**config.mk**
```make
export PLATFORM = sky130hd
export DESIGN_NAME = zero_delay_output_sync
export DESIGN_NICKNAME = d
export VERILOG_FILES = /design/src/logic/zero_delay_output_sync.v /design/src/logic/channel_divider.v
export VERILOG_INCLUDE_DIRS = /design/src /design/src/include
export SDC_FILE = /design/constraint.sdc
export NUM_CORES = 1
export LEC_CHECK = 0
export ABC_AREA = 1
export BUFFER_PORTS_ARGS = -buffer_cell sky130_fd_sc_hd__buf_4
export CORE_MARGIN = 3
export CORE_UTILIZATION = 35
export CTS_BUF_LIST = sky130_fd_sc_hd__clkbuf_16
export CTS_CLUSTER_SIZE = 24
export DETAILED_ROUTE_END_ITERATION = 6
export SYNTH_ARGS = -nofsm -noshare
export SYNTH_HDL_FRONTEND = slang
export SYNTH_SLANG_ARGS = --single-unit
export TNS_END_PERCENT = 10
```
**constraint.sdc**
```tcl
create_clock -name core_clk_in -period 3.1 [get_ports core_clk_in]
set_input_delay 0.62 -clock core_clk_in [delete_from_list [all_inputs] [get_ports core_clk_in]]
set_output_delay 0.62 -clock core_clk_in [all_outputs]
set_load 0.005 [all_outputs]
```
**src/include/sync_defines.vh**
```
/*
 * Constants for the distribution output sync block: register indices,
 * field positions, reset values and sync source codes.
 * Assumes inclusion by bare name from the design files.
 */
`ifndef SYNC_DEFINES_VH
`define SYNC_DEFINES_VH

// Register word indices; byte address is four times the index
`define IDX_CTRL        14'h0402
`define IDX_CMD         14'h0a02
`define IDX_RATIO       14'h0500
`define IDX_STATUS      14'h0600

// Control register fields
`define CTRL_MASK_LSB   0
`define CTRL_MASK_MSB   1
`define CTRL_SRC_LSB    4
`define CTRL_SRC_MSB    5
`define CTRL_WMASK      8'h33
`define CTRL_RESET      8'h00

// Command register field
`define CMD_SYNC_BIT    1

// Ratio register: channel 0 in [7:0], channel 1 in [15:8]
`define RATIO_RESET     16'h0101
`define RATIO_CH_STRIDE 8

// Sync source codes
`define SRC_DIRECT      2'h0
`define SRC_ACTIVE_REF  2'h1
`define SRC_FEEDBACK    2'h2

`endif

```
**src/logic/zero_delay_output_sync.v**
```verilog
/*
 * Distribution output sync control: primary sync request, active
 * reference edge detector, feedback rollover arming, release
 * reclocking, per channel masks and the two output dividers.
 * Assumes core_clk_in is the distribution clock; the reference is
 * resampled here before use; Avalon-MM slave on the same clock.
 */
// Our own choice: the Avalon-MM interface to the registers.
// Notes on behaviour
// - Source 01 routes sync through reference edge detector, direct path off.
// - Detector watches rising edges of the currently active reference.
// - Primary request arms detector; armed output stalls unmasked dividers.
// - First reference rising edge after arming releases and restarts dividers.
// - Release is reclocked into the distribution clock before restart.
// - Restart latency is divide ratio plus four or five clocks.
// - One reference edge per request; no later tracking.
// - Each channel has a mask bit; masked channel ignores sync.
// - Masked channels run while unmasked ones stay stalled.
// - Primary request is OR of register, auto, pin, loader sources.
// - Register sync event is the one to zero transition of the bit in source 00; in 01 and 10 the zero to one transition arms.
// - Source 00: primary falling edge syncs dividers directly.
// - Source 10: primary rise arms feedback rollover detect, rollover syncs.
`timescale 1ns/10ps
`default_nettype none
`include "sync_defines.vh"
module zero_delay_output_sync #(
  parameter RATIO_WIDTH = 8
) (
  input  wire        core_clk_in,
  input  wire        sys_rst_in,
  input  wire [15:0] avs_address_in,
  input  wire        avs_read_in,
  input  wire        avs_write_in,
  input  wire [31:0] avs_writedata_in,
  input  wire [3:0]  avs_byteenable_in,
  output reg  [31:0] avs_readdata_out,
  output wire        avs_waitrequest_out,
  input  wire [3:0]  ref_in,
  input  wire [1:0]  active_ref_sel_in,
  input  wire        auto_sync_in,
  input  wire        mpin_sync_in,
  input  wire        loader_sync_in,
  input  wire        fb_rollover_in,
  output wire [1:0]  dist_clock_out,
  output wire        detector_out
);
  reg  [7:0]  ctrl_reg;
  reg         cmd_sync_reg;
  reg  [15:0] ratio_reg;
  reg         ack_reg;
  reg         prim_prev_reg;
  reg         armed_reg;
  reg         ref_meta_reg;
  reg         ref_sync_reg;
  reg         ref_prev_reg;
  reg         rel_meta_reg;
  reg         rel_sync_reg;
  reg         rel_prev_reg;
  reg         rel_pend_reg;
  reg  [31:0] rdata_next;
  wire [13:0] word_idx;
  wire        access;
  wire        wr_take;
  wire        rd_take;
  wire [1:0]  src;
  wire [1:0]  mask;
  wire        primary;
  wire        prim_rise;
  wire        prim_fall;
  wire        ref_rise;
  wire        release_evt;
  wire        release_sync;
  wire        direct_strobe;
  wire        restart;
  wire [1:0]  stalled;

  assign word_idx = avs_address_in[15:2];
  assign access   = avs_read_in | avs_write_in;
  // One wait cycle, answer on the second edge
  assign avs_waitrequest_out = access & ~ack_reg;
  assign wr_take  = avs_write_in & ack_reg;
  // Read data loaded early, stands when waitrequest drops
  assign rd_take  = avs_read_in & ~ack_reg;
  assign src  = ctrl_reg[`CTRL_SRC_MSB:`CTRL_SRC_LSB];
  assign mask = ctrl_reg[`CTRL_MASK_MSB:`CTRL_MASK_LSB];

  // Source codes that arm the detector
  function arm_source;
    input [1:0] code;
    begin
      arm_source = (code == `SRC_ACTIVE_REF) || (code == `SRC_FEEDBACK);
    end
  endfunction

  assign primary   = cmd_sync_reg | auto_sync_in | mpin_sync_in |
                     loader_sync_in;
  assign prim_rise = primary & ~prim_prev_reg;
  assign prim_fall = ~primary & prim_prev_reg;

  wire ref_active = ref_in[active_ref_sel_in];
  assign ref_rise = ref_sync_reg & ~ref_prev_reg;

  assign release_evt = armed_reg &
                       (((src == `SRC_ACTIVE_REF) && ref_rise) ||
                        ((src == `SRC_FEEDBACK) && fb_rollover_in));
  assign release_sync = rel_sync_reg & ~rel_prev_reg;

  // Direct path only in source 00
  // Direct path off in source 01
  assign direct_strobe = (src == `SRC_DIRECT) && prim_fall;
  assign restart = direct_strobe | release_sync;

  // Armed detector output
  // Stall covers arming and both reclock stages
  assign detector_out = armed_reg | rel_pend_reg;

  always @(posedge core_clk_in or posedge sys_rst_in) begin
    if (sys_rst_in) begin
      ctrl_reg     <= `CTRL_RESET;
      cmd_sync_reg <= 1'b0;
      ratio_reg    <= `RATIO_RESET;
      ack_reg      <= 1'b0;
      avs_readdata_out <= 32'h00000000;
    end else begin
      ack_reg <= access & ~ack_reg;
      if (rd_take) begin
        avs_readdata_out <= rdata_next;
      end
      // Byte wide registers need lane 0
      if (wr_take && avs_byteenable_in[0]) begin
        case (word_idx)
          `IDX_CTRL: ctrl_reg <= avs_writedata_in[7:0] & `CTRL_WMASK;
          `IDX_CMD: cmd_sync_reg <= avs_writedata_in[`CMD_SYNC_BIT];
          `IDX_RATIO: ratio_reg[7:0] <= avs_writedata_in[7:0];
          default: ;
        endcase
      end
      // Channel 1 ratio on lane 1
      if (wr_take && avs_byteenable_in[1] && word_idx == `IDX_RATIO) begin
        ratio_reg[15:8] <= avs_writedata_in[15:8];
      end
    end
  end

  // Unmapped words read as zero
  always @* begin
    rdata_next = 32'h00000000;
    case (word_idx)
      `IDX_CTRL: rdata_next[7:0] = ctrl_reg;
      `IDX_CMD: rdata_next[`CMD_SYNC_BIT] = cmd_sync_reg;
      `IDX_RATIO: rdata_next[15:0] = ratio_reg;
      `IDX_STATUS: rdata_next[3:0] = {stalled, rel_sync_reg, armed_reg};
      default: rdata_next = 32'h00000000;
    endcase
  end

  always @(posedge core_clk_in or posedge sys_rst_in) begin
    if (sys_rst_in) begin
      prim_prev_reg <= 1'b0;
      armed_reg     <= 1'b0;
      ref_meta_reg  <= 1'b0;
      ref_sync_reg  <= 1'b0;
      ref_prev_reg  <= 1'b0;
      rel_meta_reg  <= 1'b0;
      rel_sync_reg  <= 1'b0;
      rel_prev_reg  <= 1'b0;
      rel_pend_reg  <= 1'b0;
    end else begin
      prim_prev_reg <= primary;
      ref_meta_reg  <= ref_active;
      ref_sync_reg  <= ref_meta_reg;
      ref_prev_reg  <= ref_sync_reg;
      if (prim_rise && arm_source(src)) begin
        armed_reg <= 1'b1;
      end else if (release_evt) begin
        armed_reg <= 1'b0;
      end
      rel_meta_reg <= release_evt;
      rel_sync_reg <= rel_meta_reg;
      rel_prev_reg <= rel_sync_reg;
      // Stall held until the release leaves the reclock stage
      if (release_evt) begin
        rel_pend_reg <= 1'b1;
      end else if (rel_sync_reg) begin
        rel_pend_reg <= 1'b0;
      end
    end
  end

  // Restart after reclock then one divider period
  // Masked channels see neither stall nor restart
  genvar ch;
  generate
    for (ch = 0; ch < 2; ch = ch + 1) begin : chan
      channel_divider #(
        .RATIO_WIDTH (RATIO_WIDTH)
      ) divider (
        .core_clk_in (core_clk_in),
        .sys_rst_in  (sys_rst_in),
        .stall_in    (detector_out & ~mask[ch]),
        .restart_in  (restart & ~mask[ch]),
        .ratio_in    (ratio_reg[ch*`RATIO_CH_STRIDE +: RATIO_WIDTH]),
        .div_clk_out (dist_clock_out[ch]),
        .stalled_out (stalled[ch])
      );
    end
  endgenerate
endmodule
`default_nettype wire

```
**src/logic/channel_divider.v**
```verilog
/*
 * One output channel divider with stall and aligned restart.
 * Assumes stall and restart come from the distribution clock domain.
 */
`timescale 1ns/10ps
`default_nettype none
module channel_divider #(
  parameter RATIO_WIDTH = 8
) (
  input  wire                   core_clk_in,
  input  wire                   sys_rst_in,
  input  wire                   stall_in,
  input  wire                   restart_in,
  input  wire [RATIO_WIDTH-1:0] ratio_in,
  output reg                    div_clk_out,
  output wire                   stalled_out
);
  reg  [RATIO_WIDTH-1:0] count_reg;
  reg  [RATIO_WIDTH-1:0] count_next;
  wire [RATIO_WIDTH-1:0] last_count;
  wire [RATIO_WIDTH-1:0] half_count;

  // A ratio of zero behaves as one
  assign last_count  = (ratio_in == {RATIO_WIDTH{1'b0}}) ?
                       {RATIO_WIDTH{1'b0}} :
                       ratio_in - {{(RATIO_WIDTH-1){1'b0}}, 1'b1};
  assign half_count  = {1'b0, ratio_in[RATIO_WIDTH-1:1]};
  assign stalled_out = stall_in;

  always @* begin
    if (stall_in || restart_in || count_reg == last_count) begin
      count_next = {RATIO_WIDTH{1'b0}};
    end else begin
      count_next = count_reg + {{(RATIO_WIDTH-1){1'b0}}, 1'b1};
    end
  end

  always @(posedge core_clk_in or posedge sys_rst_in) begin
    if (sys_rst_in) begin
      count_reg   <= {RATIO_WIDTH{1'b0}};
      div_clk_out <= 1'b0;
    end else begin
      count_reg <= count_next;
      // High during the first half of each divider period
      if (stall_in || restart_in) begin
        div_clk_out <= 1'b0;
      end else begin
        div_clk_out <= (count_next < half_count) ||
                       (half_count == {RATIO_WIDTH{1'b0}});
      end
    end
  end
endmodule
`default_nettype wire

```
==> summary.md <==
| Metric | Value |
|---|---|
| Synth top cells by count | `nand2_1, inv_1, dfrtp_1, nand3_1, nor2_1` |
| Slowest-stage cell, CP | `dfstp_2` |
| Post-DP Area | `4720 µm²` |
| Layout Nets | `684` |
| MaxCap Viol Count | `0` |
| Critical path endpoint | `chan[1].divider.div_clk_out` |
| Max Root-Sink Buffers | `2` |
| Sequential area share after synthesis | `39.7%` |
| Post-route ant nets | `0` |
| Pins Over Slew Limit | `0` |
| Top-area cell type share of the netlist area | `38.4%` |
| Die Span Y | `114 µm` |
| CTS tree | `yes` |
| Root cell of the clock tree | `clkbuf_16` |
| Fmax | `349 MHz` |
| Buf+Inv Stages, Crit Path | `4` |
| Cells after Synth | `522` |
| Final Hold Fails | `0` |
| Count leader, synth | `nand2_1` |
| Cell Area, Synth | `4110 µm²` |
| Area occupied by multi-input gates | `2060 µm²` |
| Port bufs | `65` |
| Synth Area in Adders | `approximately 6.4%` |
| Arrival time at the worst endpoint | `3.12 ns` |
| CTS Buf Count | `9` |
| H-tree depth | `3` |
| Initial Util | `36.8%` |
| Hold WC Path Type | `register to register` |
| Crit share post-route | `92.4%` |
| Setup TNS | `0 ns` |
| Skew final | `0.00578 ns` |
| Clk sink count | `65` |
| Syn avg cell area | `about 7.9 µm²` |
| Initial DRT Pass Iterations | `5` |
| Synth Area in Simple Gates | `about 28%` |
| Outcome | `completed` |
| Cell depth of the worst setup path | `22` |
| Pwr dens | `404 nW/µm²` |
| Reg-to-Reg End | `chan[1].divider.div_clk_out` |
| HPWL after detailed placement | `about 7800 µm` |
| Area leader, netlist | `dfrtp_1` |
| Critical path's top delay family | `simple AND/OR/NAND/NOR gates` |
| Reg2reg path depth | `22` |
| Largest net degree at the start of global routing | `66` |
| Distinct cell type count after synthesis | `48` |
| Most used cell, CP | `nand2_1` |
| Critical R2R Launch | `ratio_reg[8]` |
| CP Capture Type | `register` |
| Flops & latches, synth | `65` |
| Die area | `approximately 13000 µm²` |
| Post-synthesis to final-layout area growth | `22.7%` |
| Crit-path max FO | `5` |
| Final Cell Area | `5040 µm²` |
| Vias/cell | `4.91` |
| Multiplexer area fraction after synthesis | `3.29%` |
| Core box area | `around 11000 µm²` |
| Leak pwr | `about 0.0026 µW` |
| Routed len/inst | `13.5 µm` |
| Diode count | `0` |
| Synth async-reset ratio | `100%` |
| Core Rows | `38` |
| Gr ovfl total | `0` |
| Initial antenna violation count | `0` |
| Setup Fix Bufs, Post-CTS | `0` |
| Vias in the first global route | `3476` |
| Worst setup SP type | `register` |
| Fin cells | `742` |
| Crit-path cells | `inv_2 > ha_1 > inv_1 > nor2_1 > nor2_1 > nand3_1 > nand2_1 > nand2_1 > nand2_1 > nor2_2 > a31oi_1 > buf_4 > nand2_1 > a21oi_1 > ha_1 > a21oi_1 > nor2_1 > nor2_1 > nand2_1 > inv_1 > nand2_1 > a21oi_2` |
| Die Wd | `114 µm` |
| Worst-path clk slew | `0.06 ns` |
| FF-to-FF setup slack | `0.24 ns` |
| DR iter-0 viols | `215` |
| Synth Area in Compound Gates | `8.96%` |
| Number of hold buffers added after cts | `0` |
| Tightest Pin Transition | `~0.83 ns` |
| Filler cell count | `between 1000 and 1500` |
| Synth Flop Type | `dfrtp_1` |
| Reg area | `1630 µm²` |
| Global-route wire length before repair | `16800 µm` |
| IO Pins | `102` |
| WL final | `9990 µm` |
| Ranking of synthesized cells by area | `dfrtp_1, nand2_1, inv_1, ha_1, nand3_1` |
| # DRC | `0` |
| Final setup violation count | `0` |
| Share of cells above drive strength 1 | `23.4%` |
| Req. time, crit path | `3.36 ns` |
| CP max stage delay | `0.54 ns` |
| Gr usage total | `16.2%` |
| Synth Warn # | `0` |
| Min Tclk post-route | `2.86 ns` |
| Clock Latency Late Sink | `0.34 ns` |
| Via count | `3644` |
| Peak supply drop | `273 µV` |
| GP Congestion | `0.863` |
| RSZ-0062 raised after global routing | `false` |
| Crit path launch | `ratio_reg[8]` |
| Dpl cells | `726` |
| Relative slew slack | `44.6%` |
| Post-synth EDFFs | `0` |
| Largest family of logic cells by synthesized area | `simple AND/OR/NAND/NOR gates` |
| Setup CP Type | `register to register` |
| Post-synthesis xor/xnor area fraction | `between 1 and 1.5%` |
report_power, final:
part | switching [µW] | total [µW] | internal, µW | leakage, µW
Sequential | 3.07 | 858 | 855 | 0.000871
Combinational | 55.1 | 102 | 46.7 | 0.00159
Clock | 383 | 1080 | 695 | 0.000150
Total | 441 | 2040 | 1600 | 0.00261
repair_timing:
| item | in CTS | in global routing |
|---|---|---|
| endpoints found under the hold margin | 0 | 0 |
| resized for setup | 0 | 5 |
| setup endpoints to repair | 0 | 2 |
how the worst min path moves through the flow:
stage / from / to / slack, ns / cells after the start
after global placement: rel_meta_reg / rel_sync_reg / 0.33 / 0
after floorplan: ref_meta_reg / ref_sync_reg / 0.33 / 0
after detailed placement: ref_meta_reg / ref_sync_reg / 0.34 / 0
final: ref_meta_reg / ref_sync_reg / 0.35 / 0
after CTS: ref_meta_reg / ref_sync_reg / 0.35 / 0
after global routing: ref_meta_reg / ref_sync_reg / 0.35 / 0
through the flow:
stage	utilization [%]	setup WS (ns)	hold slack [ns]	total power, µW
6_report	45.1	0.236	0.347	2040
5_1_grt	45.1	0.00460	0.353	2110
4_1_cts	45.0	0.157	0.349	2060
3_5_place_dp	42.3	0.167	0.337	976
3_3_place_gp	42.3	0.265	0.333	973
2_1_floorplan	-	0.533	0.331	927
cell usage in the layout, fill, tap and decap left out, types with 2 or more instances in the layout:
cell / count
mux2_2: 11
a31oi_1: 2
nor3_2: 3
nand2_2: 6
o21ai_0: 19
nor2_4: 2
a21oi_2: 2
inv_2: 10
nand2_1: 130
ha_1: 21
nor2_1: 32
o22ai_1: 5
bufinv_16: 2
nor4_1: 4
clkinv_1: 6
dfrtp_1: 63
o21ai_1: 3
dfstp_2: 2
o21bai_1: 2
nor2_2: 9
inv_1: 72
o31ai_1: 10
nand2_4: 3
nand3_1: 33
nand4_1: 11
conb_1: 16
o211ai_1: 2
a21oi_1: 11
xor2_1: 6
o32ai_1: 2
clkbuf_16: 9
buf_4: 73
nor3_1: 4
final cells by class:
class                      count  area share (%)
timing repair buffer          73            10.9
tap                          140            3.48
clock buffer                   9            4.47
inverter                      85            6.36
multi-input combinational    363            40.8
clock inverter                 7            1.66
sequential                    65            32.3
routing by layer:
metal  global-route usage (%)  part of all wire [%]
met1                     23.0                    49
met2                     24.9                    44
met3                     4.23                   5.7
met4                     3.96                   1.3
met5                        0                     0
cells by family (layout without fill, tap and decap cells):
| kind of cell | count (synthesis) | after routing |
|---|---|---|
| muxes | 12 | 12 |
| DFF | 65 | 65 |
| and+or+nand+nor | 248 | 248 |
| AOI/OAI and AO/OA | 60 | 60 |
| other | 1 | 16 |
| adders and majority gates | 21 | 21 |
| xor gates and xnor gates | 6 | 6 |
| buffers and inverters | 109 | 174 |
(Power assumes the default switching activity.)
